File: src/pkg/uhpet_params.svh
`ifndef UHPET_PARAMS_SVH
`define UHPET_PARAMS_SVH
// clock rate and microsecond tick
`define UHPET_CLK_MHZ 200
`define UHPET_US_CYC (`UHPET_CLK_MHZ)
`define UHPET_TW 15
// durations in microseconds, counted as ticks
`define UHPET_T_DRST_US 15000
`define UHPET_T_DRSM_US 21000
`define UHPET_T_WTDCH_US 50
`define UHPET_T_DCHBIT_US 50
`define UHPET_T_DCHSE0_US 300
`define UHPET_T_WTRSM_US 5000
`define UHPET_T_DRSMUP_US 10000
`define UHPET_T_WTREV_US 3060
`define UHPET_T_WTRSTHS_US 200
`define UHPET_T_UCH_US 2000
`define UHPET_T_WTFS_US 2000
`define UHPET_T_OC_US 550
// short filters in nanoseconds, counted as cycles
`define UHPET_T_FILT_NS 2500
`define UHPET_FILT_CYC ((`UHPET_T_FILT_NS * `UHPET_CLK_MHZ + 999) / 1000)
`define UHPET_T_LONG_NS 3000
`define UHPET_LONG_CYC ((`UHPET_T_LONG_NS * `UHPET_CLK_MHZ) / 1000)
// bit-time limits; full speed 12 Mbps, high speed 480 Mbps
`define UHPET_SE0RPT_BITS 23
`define UHPET_SE0RPT_CYC ((`UHPET_SE0RPT_BITS * `UHPET_CLK_MHZ) / 12)
`define UHPET_IPD_SD_BITS 88
`define UHPET_IPD_SD_CYC ((`UHPET_IPD_SD_BITS * `UHPET_CLK_MHZ + 479) / 480)
`define UHPET_IPD_OD_BITS 8
`define UHPET_IPD_OD_CYC ((`UHPET_IPD_OD_BITS * `UHPET_CLK_MHZ + 479) / 480)
`define UHPET_RSP_BITS 192
`define UHPET_RSP_CYC ((`UHPET_RSP_BITS * `UHPET_CLK_MHZ) / 480)
`endif

File: src/pkg/uhpet_pkg.sv
`default_nettype none
package uhpet_pkg;
  `include "uhpet_params.svh"
  typedef logic [`UHPET_TW-1:0] uhpet_tick_type;
  typedef enum logic [2:0] {DS_IDLE, DS_RST, DS_WTCH, DS_CHK, DS_CHJ, DS_RSTEND, DS_RSM} uhpet_ds_type;
  typedef enum logic [2:0] {US_FS, US_HS, US_REV, US_WTHS, US_CHIRP, US_WTHOST, US_RSMUP} uhpet_us_type;
endpackage
`default_nettype wire

File: src/pkg/uhpet_tmr_if.sv
`timescale 1ns/10ps
`default_nettype none
interface uhpet_tmr_if;
  import uhpet_pkg::*;
  logic           start;
  logic           stop;
  uhpet_tick_type len;
  uhpet_tick_type cnt;
  logic           busy;
  logic           done;
  modport ctl (output start, stop, len, input cnt, busy, done);
  modport tmr (input start, stop, len, output cnt, busy, done);
endinterface
`default_nettype wire

File: src/hw/uhpet_timer.sv
`timescale 1ns/10ps
`default_nettype none
module uhpet_timer
  import uhpet_pkg::*;
(
  input  wire logic clock,
  input  wire logic rst_n,
  input  wire logic tick,
  uhpet_tmr_if.tmr  t
);
  uhpet_tick_type cnt_r;
  logic           busy_r;
  logic           done_r;

  // one-shot down counter; done pulses one cycle at expiry
  always_ff @(posedge clock)
  begin
    if (!rst_n)
    begin
      cnt_r  <= '0;
      busy_r <= 1'b0;
      done_r <= 1'b0;
    end
    else
    begin
      done_r <= 1'b0;
      if (t.start)
      begin
        cnt_r  <= t.len;
        busy_r <= 1'b1;
      end
      else if (t.stop)
      begin
        cnt_r  <= '0;
        busy_r <= 1'b0;
      end
      else if (busy_r && tick)
      begin
        if (cnt_r <= uhpet_tick_type'(1))
        begin
          cnt_r  <= '0;
          busy_r <= 1'b0;
          done_r <= 1'b1;
        end
        else
          cnt_r <= cnt_r - uhpet_tick_type'(1);
      end
    end
  end

  assign t.cnt  = cnt_r;
  assign t.busy = busy_r;
  assign t.done = done_r;
endmodule
`default_nettype wire

File: src/hw/uhpet_filt.sv
`timescale 1ns/10ps
`default_nettype none
module uhpet_filt #(
  parameter int unsigned THR = 1
) (
  input  wire logic clock,
  input  wire logic rst_n,
  input  wire logic en,
  input  wire logic lvl,
  output var  logic out
);
  localparam logic [16:0] THR_W = 17'(THR);
  logic [16:0] cnt_r;
  logic        out_r;

  // level must hold for THR enables without a break
  always_ff @(posedge clock)
  begin
    if (!rst_n)
    begin
      cnt_r <= 17'h0;
      out_r <= 1'b0;
    end
    else
    begin
      if (!lvl)
        cnt_r <= 17'h0;
      else if (en && cnt_r != THR_W)
        cnt_r <= cnt_r + 17'h1;
      out_r <= lvl && (cnt_r == THR_W);
    end
  end

  assign out = out_r;
endmodule
`default_nettype wire

File: src/hw/uhpet_core.sv
`timescale 1ns/10ps
`default_nettype none
`include "uhpet_params.svh"
// What this block does
// - port reset drives SE0 10 to 20 ms
// - controlling hub drives downstream resume 20+ ms
// - rebroadcast sensed downstream resume within 1 ms
// - long upstream K recognised within 2.5-100 us
// - long upstream SE0 recognised within 2.5-10000 us
// - repeated SE0 upstream capped at 23 bits
// - high-speed packet gaps 88 same, 8 opposite
// - response starts within 192 bit times; the block only flags rsp_late when a response is still pending then
// - chirps valid after 2.5 us unbroken
// - hub chirp starts within 100 us
// - each downstream chirp lasts 40-60 us
// - chirps end 100-500 us before reset end
// - remote wakeup needs 5 ms idle bus
// - upstream resume lasts 1 to 15 ms
// - suspended hub needs 2.5 us SE0 first
// - full-speed hub starts handshake within window
// - high-speed hub reverts after 3.0-3.125 ms
// - wait after revert before sampling bus
// - upstream chirp K 2 ms, done by 7
// - host chirp seen, enter high speed quickly
// - no host chirp, back to full speed
// - overcurrent cuts power 500 to 625 us
// - overcurrent only counts while power on
module uhpet_core
  import uhpet_pkg::*;
#(
  parameter uhpet_tick_type P_DRST   = uhpet_tick_type'(`UHPET_T_DRST_US),
  parameter uhpet_tick_type P_DRSM   = uhpet_tick_type'(`UHPET_T_DRSM_US),
  parameter uhpet_tick_type P_WTDCH  = uhpet_tick_type'(`UHPET_T_WTDCH_US),
  parameter uhpet_tick_type P_DCHBIT = uhpet_tick_type'(`UHPET_T_DCHBIT_US),
  parameter uhpet_tick_type P_DCHSE0 = uhpet_tick_type'(`UHPET_T_DCHSE0_US),
  parameter uhpet_tick_type P_WTRSM  = uhpet_tick_type'(`UHPET_T_WTRSM_US),
  parameter uhpet_tick_type P_DRSMUP = uhpet_tick_type'(`UHPET_T_DRSMUP_US),
  parameter uhpet_tick_type P_WTREV  = uhpet_tick_type'(`UHPET_T_WTREV_US),
  parameter uhpet_tick_type P_WTHS   = uhpet_tick_type'(`UHPET_T_WTRSTHS_US),
  parameter uhpet_tick_type P_UCH    = uhpet_tick_type'(`UHPET_T_UCH_US),
  parameter uhpet_tick_type P_WTFS   = uhpet_tick_type'(`UHPET_T_WTFS_US),
  parameter uhpet_tick_type P_OC     = uhpet_tick_type'(`UHPET_T_OC_US)
) (
  input  wire logic clock,
  input  wire logic rst_n,
  input  wire logic ds_reset_req,
  input  wire logic ds_resume_req,
  input  wire logic ds_suspended,
  input  wire logic ds_k_in,
  output var  logic ds_se0_drive,
  output var  logic ds_chirp_k_drive,
  output var  logic ds_chirp_j_drive,
  output var  logic ds_resume_drive,
  output var  logic ds_hs_port,
  input  wire logic us_se0_in,
  input  wire logic us_k_in,
  input  wire logic us_j_in,
  input  wire logic remote_wake_req,
  output var  logic us_chirp_k_drive,
  output var  logic us_resume_drive,
  output var  logic us_hs_mode,
  output var  logic us_long_k,
  output var  logic us_long_se0,
  input  wire logic rpt_se0_in,
  output var  logic rpt_se0_out,
  input  wire logic pkt_end,
  input  wire logic pkt_up,
  input  wire logic tx_req,
  input  wire logic tx_up,
  input  wire logic tx_rsp,
  output var  logic tx_grant,
  output var  logic rsp_late,
  input  wire logic port_power_on,
  input  wire logic overcurrent_sense_n,
  output var  logic port_power_ctrl_n,
  output var  logic oc_tripped
);
  localparam logic [7:0]  DIV_LAST = 8'(`UHPET_US_CYC - 1);
  localparam logic [8:0]  RPT_LIM  = 9'(`UHPET_SE0RPT_CYC);
  localparam logic [7:0]  SD_CYC   = 8'(`UHPET_IPD_SD_CYC);
  localparam logic [7:0]  OD_CYC   = 8'(`UHPET_IPD_OD_CYC);
  localparam logic [7:0]  RSP_CYC  = 8'(`UHPET_RSP_CYC);
  localparam logic [9:0]  FILT_W   = 10'(`UHPET_FILT_CYC);

  logic [7:0]     div_r;
  logic           tick_r;
  logic [4:0]     sy1_r;
  logic [4:0]     sy2_r;
  uhpet_ds_type   ds_r;
  uhpet_ds_type   ds_nxt;
  uhpet_us_type   us_r;
  uhpet_us_type   us_nxt;
  logic           dch_seen_r;
  logic           ds_hs_r;
  logic           dsk_d_r;
  logic           host_k_r;
  logic           us_hs_r;
  logic           lse0_d_r;
  logic           wake_pend_r;
  uhpet_tick_type idle_r;
  logic [8:0]     rpt_cnt_r;
  logic           rpt_out_r;
  logic [7:0]     gap_r;
  logic           last_up_r;
  logic           rsp_late_r;
  logic           oc_trip_r;
  logic           pwr_n_r;

  uhpet_tmr_if td ();
  uhpet_tmr_if tc ();
  uhpet_tmr_if tu ();

  // microsecond tick enable
  always_ff @(posedge clock)
  begin
    if (!rst_n)
    begin
      div_r  <= 8'h00;
      tick_r <= 1'b0;
    end
    else
    begin
      tick_r <= (div_r == DIV_LAST);
      div_r  <= (div_r == DIV_LAST) ? 8'h00 : div_r + 8'h01;
    end
  end

  // two-stage synchronisers for pin inputs
  always_ff @(posedge clock)
  begin
    if (!rst_n)
    begin
      sy1_r <= 5'h10;
      sy2_r <= 5'h10;
    end
    else
    begin
      sy1_r <= {overcurrent_sense_n, us_j_in, us_k_in, us_se0_in, ds_k_in};
      sy2_r <= sy1_r;
    end
  end

  wire ds_k_s  = sy2_r[0];
  wire us_se0_s = sy2_r[1];
  wire us_k_s  = sy2_r[2];
  wire us_j_s  = sy2_r[3];
  wire oc_n_s  = sy2_r[4];

  // line filters; long K and long SE0 flags
  wire ds_k_f;
  wire us_k_f;
  wire us_j_f;
  wire oc_f;
  wire oc_lvl = !oc_n_s && !pwr_n_r;
  uhpet_filt #(.THR(`UHPET_FILT_CYC)) f_dsk (.clock(clock), .rst_n(rst_n), .en(1'b1), .lvl(ds_k_s), .out(ds_k_f));
  uhpet_filt #(.THR(`UHPET_FILT_CYC)) f_usk (.clock(clock), .rst_n(rst_n), .en(1'b1), .lvl(us_k_s), .out(us_k_f));
  uhpet_filt #(.THR(`UHPET_FILT_CYC)) f_usj (.clock(clock), .rst_n(rst_n), .en(1'b1), .lvl(us_j_s), .out(us_j_f));
  uhpet_filt #(.THR(`UHPET_LONG_CYC)) f_lk (.clock(clock), .rst_n(rst_n), .en(1'b1), .lvl(us_k_s), .out(us_long_k));
  uhpet_filt #(.THR(`UHPET_LONG_CYC)) f_ls (.clock(clock), .rst_n(rst_n), .en(1'b1), .lvl(us_se0_s), .out(us_long_se0));
  uhpet_filt #(.THR(P_OC)) f_oc (.clock(clock), .rst_n(rst_n), .en(tick_r), .lvl(oc_lvl), .out(oc_f));

  uhpet_timer u_td (.clock(clock), .rst_n(rst_n), .tick(tick_r), .t(td));
  uhpet_timer u_tc (.clock(clock), .rst_n(rst_n), .tick(tick_r), .t(tc));
  uhpet_timer u_tu (.clock(clock), .rst_n(rst_n), .tick(tick_r), .t(tu));

  // decodes feeding the sequencers and the checks
  wire uhpet_tick_type room_lim = uhpet_tick_type'(P_DCHSE0 + P_DCHBIT);
  wire room        = (td.cnt >= room_lim);
  wire idle_ok     = (idle_r == P_WTRSM);
  wire lse0_rise   = us_long_se0 && !lse0_d_r;
  wire ds_rsm_sense = ds_k_f && !dsk_d_r && ds_suspended && (ds_r == DS_IDLE);
  wire rsm_go      = (wake_pend_r && idle_ok) || ds_rsm_sense;
  wire ds_rst_act  = (ds_r != DS_IDLE) && (ds_r != DS_RSM);

  // downstream reset, chirp and resume sequencer
  always_comb
  begin
    ds_nxt   = ds_r;
    td.start = 1'b0;
    td.stop  = 1'b0;
    td.len   = P_DRST;
    tc.start = 1'b0;
    tc.stop  = 1'b0;
    tc.len   = P_WTDCH;
    case (ds_r)
      DS_IDLE:
        if (ds_reset_req)
        begin
          ds_nxt   = DS_RST;
          td.start = 1'b1;
        end
        else if (ds_resume_req)
        begin
          ds_nxt   = DS_RSM;
          td.start = 1'b1;
          td.len   = P_DRSM;
        end
      DS_RST:
        if (td.done)
          ds_nxt = DS_IDLE;
        else if (dch_seen_r && !ds_k_s && room)
        begin
          ds_nxt   = DS_WTCH;
          tc.start = 1'b1;
        end
      DS_WTCH, DS_CHK, DS_CHJ:
        if (td.done)
        begin
          ds_nxt  = DS_IDLE;
          tc.stop = 1'b1;
        end
        else if (tc.done)
        begin
          if (!room)
            ds_nxt = DS_RSTEND;
          else
          begin
            ds_nxt   = (ds_r == DS_CHK) ? DS_CHJ : DS_CHK;
            tc.start = 1'b1;
            tc.len   = P_DCHBIT;
          end
        end
      DS_RSTEND, DS_RSM:
        if (td.done)
          ds_nxt = DS_IDLE;
      default:
        ds_nxt = DS_IDLE;
    endcase
  end

  // upstream speed detection and resume sequencer
  always_comb
  begin
    us_nxt   = us_r;
    tu.start = 1'b0;
    tu.stop  = 1'b0;
    tu.len   = P_UCH;
    case (us_r)
      US_FS, US_HS:
        if (rsm_go)
        begin
          us_nxt   = US_RSMUP;
          tu.start = 1'b1;
          tu.len   = P_DRSMUP;
        end
        else if (us_r == US_FS && lse0_rise)
        begin
          us_nxt   = US_CHIRP;
          tu.start = 1'b1;
        end
        else if (us_r == US_HS && us_se0_s)
        begin
          us_nxt   = US_REV;
          tu.start = 1'b1;
          tu.len   = P_WTREV;
        end
      US_REV:
        if (!us_se0_s)
        begin
          us_nxt  = US_HS;
          tu.stop = 1'b1;
        end
        else if (tu.done)
        begin
          us_nxt   = US_WTHS;
          tu.start = 1'b1;
          tu.len   = P_WTHS;
        end
      US_WTHS:
        if (tu.done)
        begin
          us_nxt   = us_se0_s ? US_CHIRP : US_FS;
          tu.start = us_se0_s;
        end
      US_CHIRP:
        if (tu.done)
        begin
          us_nxt   = US_WTHOST;
          tu.start = 1'b1;
          tu.len   = P_WTFS;
        end
      US_WTHOST:
        if (host_k_r && us_j_f)
        begin
          us_nxt  = US_HS;
          tu.stop = 1'b1;
        end
        else if (tu.done)
          us_nxt = US_FS;
      US_RSMUP:
        if (tu.done)
          us_nxt = us_hs_r ? US_HS : US_FS;
      default:
        us_nxt = US_FS;
    endcase
  end

  // state registers and chirp tracking
  always_ff @(posedge clock)
  begin
    if (!rst_n)
    begin
      ds_r       <= DS_IDLE;
      us_r       <= US_FS;
      dch_seen_r <= 1'b0;
      ds_hs_r    <= 1'b0;
      dsk_d_r    <= 1'b0;
      host_k_r   <= 1'b0;
      us_hs_r    <= 1'b0;
      lse0_d_r   <= 1'b0;
    end
    else
    begin
      ds_r       <= ds_nxt;
      us_r       <= us_nxt;
      dch_seen_r <= (ds_r == DS_RST) && (dch_seen_r || ds_k_f);
      dsk_d_r    <= ds_k_f;
      host_k_r   <= (us_r == US_WTHOST) && (host_k_r || us_k_f);
      lse0_d_r   <= us_long_se0;
      if (ds_r == DS_IDLE && ds_reset_req)
        ds_hs_r <= 1'b0;
      else if (ds_nxt == DS_CHK)
        ds_hs_r <= 1'b1;
      if (us_nxt == US_HS)
        us_hs_r <= 1'b1;
      else if (us_nxt == US_FS || us_nxt == US_WTHS)
        us_hs_r <= 1'b0;
    end
  end

  // idle time and pending remote wakeup; a new request beats the clear
  always_ff @(posedge clock)
  begin
    if (!rst_n)
    begin
      idle_r      <= '0;
      wake_pend_r <= 1'b0;
    end
    else
    begin
      if (!us_j_s || us_se0_s)
        idle_r <= '0;
      else if (tick_r && !idle_ok)
        idle_r <= idle_r + uhpet_tick_type'(1);
      wake_pend_r <= remote_wake_req || (wake_pend_r && !(us_nxt == US_RSMUP && us_r != US_RSMUP));
    end
  end

  // repeated SE0 cap and high-speed gap tracking
  always_ff @(posedge clock)
  begin
    if (!rst_n)
    begin
      rpt_cnt_r  <= 9'h000;
      rpt_out_r  <= 1'b0;
      gap_r      <= 8'hFF;
      last_up_r  <= 1'b0;
      rsp_late_r <= 1'b0;
    end
    else
    begin
      rpt_cnt_r  <= !rpt_se0_in ? 9'h000 : (rpt_cnt_r == RPT_LIM) ? rpt_cnt_r : rpt_cnt_r + 9'h001;
      rpt_out_r  <= rpt_se0_in && (rpt_cnt_r < RPT_LIM);
      gap_r      <= pkt_end ? 8'h00 : (gap_r == 8'hFF) ? gap_r : gap_r + 8'h01;
      last_up_r  <= pkt_end ? pkt_up : last_up_r;
      rsp_late_r <= tx_req && tx_rsp && (gap_r == RSP_CYC);
    end
  end

  // overcurrent latch holds until power is withdrawn; a new trip wins
  always_ff @(posedge clock)
  begin
    if (!rst_n)
    begin
      oc_trip_r <= 1'b0;
      pwr_n_r   <= 1'b1;
    end
    else
    begin
      oc_trip_r <= oc_f || (oc_trip_r && port_power_on);
      pwr_n_r   <= !(port_power_on && !oc_f && !oc_trip_r);
    end
  end

  // output decode
  assign tx_grant          = !pkt_end && (gap_r >= ((tx_up == last_up_r) ? SD_CYC : OD_CYC));
  assign ds_se0_drive      = (ds_r == DS_RST) || (ds_r == DS_WTCH) || (ds_r == DS_RSTEND);
  assign ds_chirp_k_drive  = (ds_r == DS_CHK);
  assign ds_chirp_j_drive  = (ds_r == DS_CHJ);
  assign ds_resume_drive   = (ds_r == DS_RSM);
  assign ds_hs_port        = ds_hs_r;
  assign us_chirp_k_drive  = (us_r == US_CHIRP);
  assign us_resume_drive   = (us_r == US_RSMUP);
  assign us_hs_mode        = us_hs_r;
  assign rpt_se0_out       = rpt_out_r;
  assign rsp_late          = rsp_late_r;
  assign port_power_ctrl_n = pwr_n_r;
  assign oc_tripped        = oc_trip_r;

  // checking helpers: elapsed ticks since downstream left idle and per upstream state, run lengths
  uhpet_tick_type h_ds_r;
  uhpet_tick_type h_us_r;
  logic [9:0]     h_krun_r;
  logic [9:0]     h_srun_r;
  logic [9:0]     h_orun_r;
  always_ff @(posedge clock)
  begin
    if (!rst_n)
    begin
      h_ds_r   <= '0;
      h_us_r   <= '0;
      h_krun_r <= 10'h000;
      h_srun_r <= 10'h000;
      h_orun_r <= 10'h000;
    end
    else
    begin
      h_ds_r   <= (ds_r == DS_IDLE) ? '0 : h_ds_r + uhpet_tick_type'(tick_r);
      h_us_r   <= (us_nxt != us_r) ? '0 : h_us_r + uhpet_tick_type'(tick_r);
      h_krun_r <= !us_k_s ? 10'h000 : (&h_krun_r) ? h_krun_r : h_krun_r + 10'h001;
      h_srun_r <= !us_se0_s ? 10'h000 : (&h_srun_r) ? h_srun_r : h_srun_r + 10'h001;
      h_orun_r <= !rpt_out_r ? 10'h000 : (&h_orun_r) ? h_orun_r : h_orun_r + 10'h001;
    end
  end
endmodule
`default_nettype wire

File: config.mk
export PLATFORM = sky130hd
export DESIGN_NAME = uhpet_core
export DESIGN_NICKNAME = d
export VERILOG_FILES = /design/src/pkg/uhpet_pkg.sv /design/src/pkg/uhpet_tmr_if.sv /design/src/hw/uhpet_timer.sv /design/src/hw/uhpet_filt.sv /design/src/hw/uhpet_core.sv
export VERILOG_INCLUDE_DIRS = /design/src /design/src/pkg
export SDC_FILE = /design/constraint.sdc
export NUM_CORES = 1
export LEC_CHECK = 0
export BUFFER_PORTS_ARGS = -buffer_cell sky130_fd_sc_hd__buf_4
export CAP_MARGIN = 20
export CORE_AREA = 2 2 159 161
export DETAILED_ROUTE_END_ITERATION = 8
export DIE_AREA = 0 0 161 163
export HOLD_SLACK_MARGIN = 0.06
export PLACE_DENSITY = 0.66
export SYNTH_ARGS = -nofsm -noshare
export SYNTH_HDL_FRONTEND = slang
export SYNTH_SLANG_ARGS = --single-unit
File: constraint.sdc
create_clock -name clock -period 5.99 [get_ports clock]
set_clock_uncertainty 0.05 [all_clocks]
set_input_delay 1.198 -clock clock [delete_from_list [all_inputs] [get_ports clock]]
set_output_delay 1.198 -clock clock [all_outputs]
set_load 0.03 [all_outputs]
# After elaboration in Yosys (flattened, before gate mapping)
# Index checks and enable logic that the tools add are counted.
# Widths: inputs -> output; s select.
classes:
  add_sub_neg: 13
  magnitude_cmp: 6
  eq_ne: 36
  muxes: 83
  bitwise_logic: 4
  reduce_logical: 84
op_table:
  columns: ["operator", "count"]
  rows:
  - ["$mux 15", 11]
  - ["$add 17x1->17 const B", 6]
  - ["$mux 3", 20]
  - ["$eq 17x10->1 const B", 3]
  - ["$eq 17x9->1 const B", 3]
  - ["$ne 17x10->1 const B", 3]
  - ["$ne 17x9->1 const B", 3]
  - ["$le 15x1->1 const B", 3]
  - ["$sub 15x1->15 const B", 3]
  - ["$mux 1", 35]
  - ["$logic_and 1x1->1", 34]
  - ["$pmux 14 s2", 1]
  - ["$mux 12", 2]
  - ["$mux 6", 4]
  - ["$mux 11", 2]
  - ["$eq 3x3->1 const B", 7]
  - ["$eq 3x2->1 const B", 6]
  - ["$pmux 3 s6", 1]
  - ["$reduce_and 2->1", 9]
  - ["$add 8x1->8 const B", 2]
  - ["$eq 8x8->1 const B", 2]
  - ["$mux 8", 2]
  - ["$add 15x1->15 const B", 1]
  - ["$eq 15x13->1 const B", 1]
  - ["23 further kinds", 62]
totals:
  reg_bits: 228
  inputBits: 18
  out_inout_bits: 15

# Logic depth before layout (Yosys ltp)
# Gate-level depths: netlist of run 1.
logic_depth:
  word_depth: 12
  depth_mapped: 9

# Cells and area by module
# From an unflattened synthesis of run 1, not the netlist that was laid out.
unflattened:
  cells_unflattened: 1385
  area_unflattened_um2: 11987.7
modules_own_cells:
  columns: ["mod", "instances", "cells_per_inst", "area_each_um2"]
  rows:
  - ["uhpet_core", 1, 395, 3453.3]
  - ["uhpet_timer", 3, 132, 1093.5]
  - ["uhpet_filt (f_dsk ...)", 3, 99, 872.1]
  - ["uhpet_filt (f_lk ...)", 2, 99, 853.3]
  - ["uhpet_filt (f_oc)", 1, 99, 930.9]

# Worst setup path before layout of run 1
# OpenSTA, ideal clock, no wires.
synth_path:
  path_type: "input to output"
  from: "input port tx_up"
  to: "output port tx_grant"
  arrival_time_ns: 2.332
  required_time_ns: 4.742
  setup_slack_ns: 2.410
  cell_stages: 6
  path_buffers: 0
  cell_sequence: "xor2_1 > inv_1 > ha_1 > o31a_1 > o31ai_1 > a21oi_1"
synth_between:
  elab_chain_cells: 4
synth_lines:
  columns: ["item", "line", "text"]
  rows:
  - ["start: declaration", "uhpet_core.sv:69", "input wire logic tx_up,"]
  - ["$eq 1x1->1", "uhpet_core.sv:386", "assign tx_grant = !pkt_end && (gap_r >= ((tx_up == last_up_r) ? SD_CYC : OD_CYC));"]
  - ["$mux 6", "uhpet_core.sv:386", null]
  - ["$ge 8x6->1", "uhpet_core.sv:386", null]
  - ["$logic_and 1x1->1", "uhpet_core.sv:386", null]
  - ["end: declaration", "uhpet_core.sv:71", "output var logic tx_grant,"]
# No other way between the ends.

# Worst setup path after layout of run 1
# Ends and elaborated chain as after synthesis.

==> run_results.csv, run 1 <==
group,metric,value,unit
outcome,status,"complete, no violations",
logic_synthesis,synthCells,1289,
worst_setup_path,cp_top_family,"compound AO/OA/AOI/OAI gates",
final_layout,stdcell_count,1652,
logic_synthesis,synthMuxAreaShare,0.847,%
logic_synthesis,netlist_top_cells_area,"dfxtp_1, nor2_1, xor2_1",
worst_setup_path,cp.arrival,2490,ps
die,num_rows,58,
pwr,cellLeakagePower,0.00430,uW
worst_setup_path,worstSetupPathType,"in2out",
logic_synthesis,synth-xor-area-share,9.69,%
worst_setup_path,cpPeakStageDelay,260,ps
route,dr_wl_met2,9950,um
route,first_pass_iters,5,
final_layout,layout-drive-gt1-share,7.94,%
die,fp.dieH,163,um
final_layout,n_antenna_cell,0,
sta,rsz0062_at_grt,"no",
logic_synthesis,ys.warnings.count,0,
logic_synthesis,synth-compound-area-share,11.4,%
sta,final.setup.tns,0,ps
logic_synthesis,synth_flop_cell,"dfxtp_1",
die,die_area,26200,um2
sta,max_freq,0.267,GHz
cts,cts_htree_levels,1,
hold_path,min_path_type,"reg2reg",
logic_synthesis,ys_seq_area_share,41.7,%
cts,clock-sinks,228,
cts,clk_path_buf_depth,3,
placed_design,io_buffers,32,
route,dr.max_layer_used,"met4",
route,viasPerCell,5.33,
sta,hold_viol_final,0,
placed_design,globalplace.congestion,0.852,
worst_setup_path,crit_top_cell,"buf_4",
sta,post-route-period-util,62.4,%
sta,max_slew_margin,46.4,%
worst_setup_path,worstPathRequired,4740,ps
logic_synthesis,avgSynthCellArea,8.48,um2
logic_synthesis,synth_edf_count,0,
global_route,grt_overflow,0,
route,vias,8811,
logic_synthesis,synthAdderAreaFrac,3.09,%
global_route,grt_usage,16.6,%
worst_setup_path,cp_num_buf_inv,3,
logic_synthesis,synth_top_family_by_area,"simple AND/OR/NAND/NOR gates",
worst_setup_path,path_cells,"buf_4 -> xor2_1 -> inv_1 -> ha_1 -> o31a_1 -> o31ai_1 -> a21oi_1 -> buf_4",
route,totalWireLength,21600,um
route,drcViolationCount,0,
worst_setup_path,end_kind,"primary output",
cts,clockRootBuffer,"clkbuf_16",
worst_setup_path,worstPathMaxFanout,2,
worst_setup_path,cpMaxStageDelayCell,"ha_1",
logic_synthesis,yosysTopAreaCellShare,41.7,%
placed_design,hpwl,14400,um
cts,cts_tree,"yes",
global_route,grt_first_pass_wirelength,37800,um
route,antenna_left,0,
logic_synthesis,synth_cell_type_count,85,
flow_run,maxCapViolations,0,
sta,period_needed,3740,ps
die,ios,33,
pwr,combinationalPowerShare,13.5,%
placed_design,dp.cells,1612,
logic_synthesis,syn-num-nets,1334,
die,design.core.area,24700,um2
cts,cts_made_buffers,24,
pwr,powerDensity,300,nW/um2
cts,path_clk_slew,60,ps
logic_synthesis,synth_area,10900,um2
logic_synthesis,yosys.cell_count.top_type,"dfxtp_1",
sta,final_max_slew_viol_count,0,
pwr,seq_power_share,45.3,%
pwr,p_int,2700,uW
logic_synthesis,synth_commonest_cells,"dfxtp_1, nor2_1, nand2_1",
logic_synthesis,synth-seq-cells,228,
route,m1WireLength,10400,um
route,wire_per_inst,13.1,um
sta,setup-violations-final,0,
logic_synthesis,yosysTopAreaCell,"dfxtp_1",
cts,post_cts_buffers,0,
global_route,first_global_vias,8332,
die,die-width,161,um
pwr,p_sw,960,uW
final_layout,final_nets,1353,
pwr,vdd_drop_max,0.205,mV
route,dr_wl_met3,851,um
logic_synthesis,synthArstFlopShare,0,%
pwr,switching_share,26.3,%
worst_setup_path,startpoint_type,"input port",
sta,worstMarginPinSlew,798,ps
route,drt_iter0_drc,539,
cts,insertion_delay,510,ps
global_route,grt_max_degree,55,
global_route,antenna_found_initial,0,
cts,holdBufCountCts,0,
pwr,clkPwrFrac,41.2,%
cts,ctsResizeCount,0,
final_layout,area_delta_synth_final,11.6,%
die,start_util,44.3,%
logic_synthesis,yosys.area_share.simple,29.7,%
[flip-flops by register name, summed over array words and instances, names as in the netlist, 8 cells and up]
| register | count |
|---|---|
| f_usj.cnt_r | 17 |
| f_lk.cnt_r | 17 |
| rpt_cnt_r | 9 |
| u_td.t.cnt | 15 |
| div_r | 8 |
| f_oc.cnt_r | 17 |
| idle_r | 15 |
| gap_r | 8 |
| u_tc.t.cnt | 15 |
| f_ls.cnt_r | 17 |
| f_dsk.cnt_r | 17 |
| u_tu.t.cnt | 15 |
| f_usk.cnt_r | 17 |
[path summary, 6_finish.rpt]
check / end / start / slack, ps / cells after the start
worst max-delay path: tx_grant / tx_up / 2250 / 8
worst min-delay path: sy2_r[4] / sy1_r[4] / 350 / 1
worst max register to register: u_tu.t.cnt[14] / u_tu.t.cnt[0] / 3410 / 7
worst min register to register: sy2_r[4] / sy1_r[4] / 350 / 1
[logic make-up (layout without fill, tap and decap cells)]
family / count (synthesis) / after routing
AOI/OAI and AO/OA: 192 / 192
xor gates and xnor gates: 121 / 121
adders and majority gates: 27 / 27
buffers and inverters: 88 / 121
DFF: 228 / 228
muxes: 9 / 9
and+or+nand+nor: 624 / 624
[layout make-up]
class,count,area [um2]
flip-flops and latches,228,4560
clock buffers,35,733
repair buffers,35,263
fillers,2350,12500
well taps,330,413
multi-input cells,973,5980
inverters,46,173
clock inverters,5,75.1
[routing by layer]
metal	track usage, %	up-vias
met5	0	-
met4	4.50	0
met3	2.72	28
met2	28.5	134
met1	21.7	4077
li1	-	4572
[power by group through the flow]
stage | Sequential (uW) | Combinational, uW | Clock [uW]
final | 1660 | 495 | 1510
after global routing | 1670 | 556 | 1620
after CTS | 1660 | 495 | 1560
after detailed placement | 1690 | 491 | 0
after global placement | 1690 | 487 | 0
after floorplan | 1660 | 407 | 0
[metrics by stage]
| stage | setup slack, ps | total power (uW) | cell area [um2] | hold slack (ps) | utilization (%) |
|---|---|---|---|---|---|
| 4_1_cts | 2230 | 3710 | 12200 | 362 | 49.5 |
| 6_report | 2250 | 3660 | 12200 | 355 | 49.5 |
| 3_5_place_dp | 2230 | 2180 | 11400 | 348 | 46.2 |
| 3_3_place_gp | 2260 | 2170 | 11400 | 339 | 46.2 |
| 5_1_grt | 2090 | 3840 | 12200 | 388 | 49.5 |
| 2_1_floorplan | 2410 | 2060 | 10900 | 336 | - |
[layout by cell type, fill, tap and decap left out, types with 5 or more instances in the layout]
cell,count
and2_1,18
nand4b_1,6
xnor2_1,45
buf_4,35
xor2_1,76
and3_1,25
ha_1,27
and4_1,9
nand3b_1,7
nor4_1,18
nand2_1,96
clkbuf_8,7
nor4b_1,7
o31ai_1,5
or3_1,21
nand3_1,63
inv_1,46
nor2b_1,10
dfxtp_1,228
mux2i_1,7
a31oi_1,16
nor4bb_1,5
nor3_1,42
clkbuf_16,25
a211oi_1,6
nand2b_1,9
nand4_1,36
nor2_1,206
o21ai_0,51
or2_2,8
nor3b_1,11
a21oi_1,51
o21a_1,9
(Power assumes the default switching activity.)
==> inputs of run 2 (changes only) <==
PLACE_DENSITY = 0.69   (was 0.66)
clock period = 3.35 ns   (was 5.99 ns; I/O delays follow)
==> run 2 against run 1 <==
Compared with the run above: utilization up 0.20 points; largest power group unchanged; clock-buffer cell count up 1; sequential power up 78%.
==> run_results.csv, run 2 (synthesis results as in run 1) <==
group,metric,value,unit
outcome,status,"complete, no violations",
hold_path,min_path_type,"in2reg",
route,drcViolationCount,0,
placed_design,globalplace.congestion,0.907,
die,design.core.area,24700,um2
pwr,p_int,4860,uW
worst_setup_path,cp.arrival,2090,ps
sta,setup-violations-final,0,
cts,clock-sinks,228,
worst_setup_path,startpoint_type,"register",
sta,final.setup.tns,0,ps
placed_design,io_buffers,32,
pwr,fin_total_pwr,6620,uW
pwr,seq_power_share,44.7,%
sta,worstMarginPinSlew,691,ps
sta,post-route-period-util,83.8,%
pwr,cellLeakagePower,0.00432,uW
final_layout,layout-drive-gt1-share,8.19,%
route,totalWireLength,21600,um
route,wire_per_inst,13.0,um
sta,period_needed,2810,ps
cts,holdBufCountCts,0,
cts,path_clk_slew,60,ps
route,first_pass_iters,5,
die,start_util,44.3,%
global_route,first_global_vias,8390,
cts,clockRootBuffer,"clkbuf_16",
worst_setup_path,end_kind,"primary output",
cts,cts_made_buffers,25,
global_route,grt_overflow,0,
cts,post_cts_buffers,0,
pwr,clkPwrFrac,41.5,%
sta,final_max_slew_viol_count,0,
placed_design,hpwl,14600,um
sta,max_freq,0.356,GHz
pwr,switching_share,26.7,%
final_layout,final_nets,1358,
die,fp.dieH,163,um
route,viasPerCell,5.37,
pwr,combinationalPowerShare,13.7,%
cts,cts_tree,"yes",
route,drt_iter0_drc,558,
cts,clk_path_buf_depth,3,
placed_design,pre_cts_ws,625,ps
route,vias,8920,
global_route,antenna_found_initial,0,
global_route,grt_usage,16.5,%
worst_setup_path,worstPathMaxFanout,2,
worst_setup_path,worstSetupPathType,"reg2out",
global_route,grt_max_degree,37,
route,antenna_left,0,
final_layout,fill_cells,2371,
pwr,powerDensity,541,nW/um2
die,die-width,161,um
sta,layout_setup_ws,544,ps
worst_setup_path,worstPathRequired,2630,ps
flow_run,maxCapViolations,0,
die,die_area,26200,um2
final_layout,n_antenna_cell,0,
cts,cts_htree_levels,1,
die,ios,33,
pwr,vdd_drop_max,0.384,mV
global_route,grt_first_pass_wirelength,37700,um
pwr,p_sw,1770,uW
final_layout,final_cell_mix,"dfxtp_1, nor2_1, nand2_1",
final_layout,final_common_cell,"dfxtp_1",
cts,insertion_delay,520,ps
final_layout,fin_util,49.7,%
final_layout,area_delta_synth_final,12.0,%
sta,hold_viol_final,0,
sta,rsz0062_at_grt,"no",
die,num_rows,58,
sta,max_slew_margin,53.5,%
cts,ctsResizeCount,0,
==> run 2: path summary, 6_finish.rpt <==
| check | startpoint | endpoint | slack (ps) | cells after the start |
|---|---|---|---|---|
| max reg2reg | u_td.t.cnt[0] | u_tc.t.cnt[12] | 820 | 8 |
| min reg2reg | sy1_r[4] | sy2_r[4] | 360 | 1 |
| max | last_up_r | tx_grant | 540 | 7 |
| min | overcurrent_sense_n | sy1_r[4] | 280 | 2 |
==> run 2: critical path, cell delays in order, from the launching register on <==
cell and delay [ps]:
dfxtp_1 340, xor2_1 200, inv_1 60, ha_1 270, o31a_1 230, o31ai_1 200, a21oi_1 90, buf_4 170
==> run 2: stage by stage <==
stage | instance area [um2] | instances | hold WS, ps
after floorplan | 10900 | 1289 | 336
after global placement | 11400 | 1616 | 344
after detailed placement | 11400 | 1616 | 345
after CTS | 12300 | 1661 | 272
after global routing | 12300 | 1661 | 272
final | 12300 | 1661 | 282
==> run 2: power groups by stage <==
stage                     Combinational, uW  Clock (uW)  Sequential (uW)
after CTS                               903        2820             2960
final                                   911        2750             2960
after global placement                  888           0             3020
after detailed placement                894           0             3020
after floorplan                         727           0             2960
after global routing                   1020        2950             2980
==> run 2: cell type report <==
class                           instances  area (um2)  area share (%)
Multi-Input combinational cell        973        5980            48.8
Sequential cell                       228        4560            37.3
Inverter                               46         173            1.41
Clock inverter                          9         130            1.06
Clock buffer                           36         697            5.69
Timing Repair Buffer                   39         293            2.39
Tap cell                              330         413            3.37
==> run 2: layer usage <==
metal  global-route usage [%]  vias to the layer above  part of all wire (%)
li1                         -                     4593                     -
met5                        0                        -                     0
met2                     27.3                      151                    45
met3                     2.39                       41                   4.1
met1                     22.1                     4135                    49
met4                     5.68                        0                   2.3
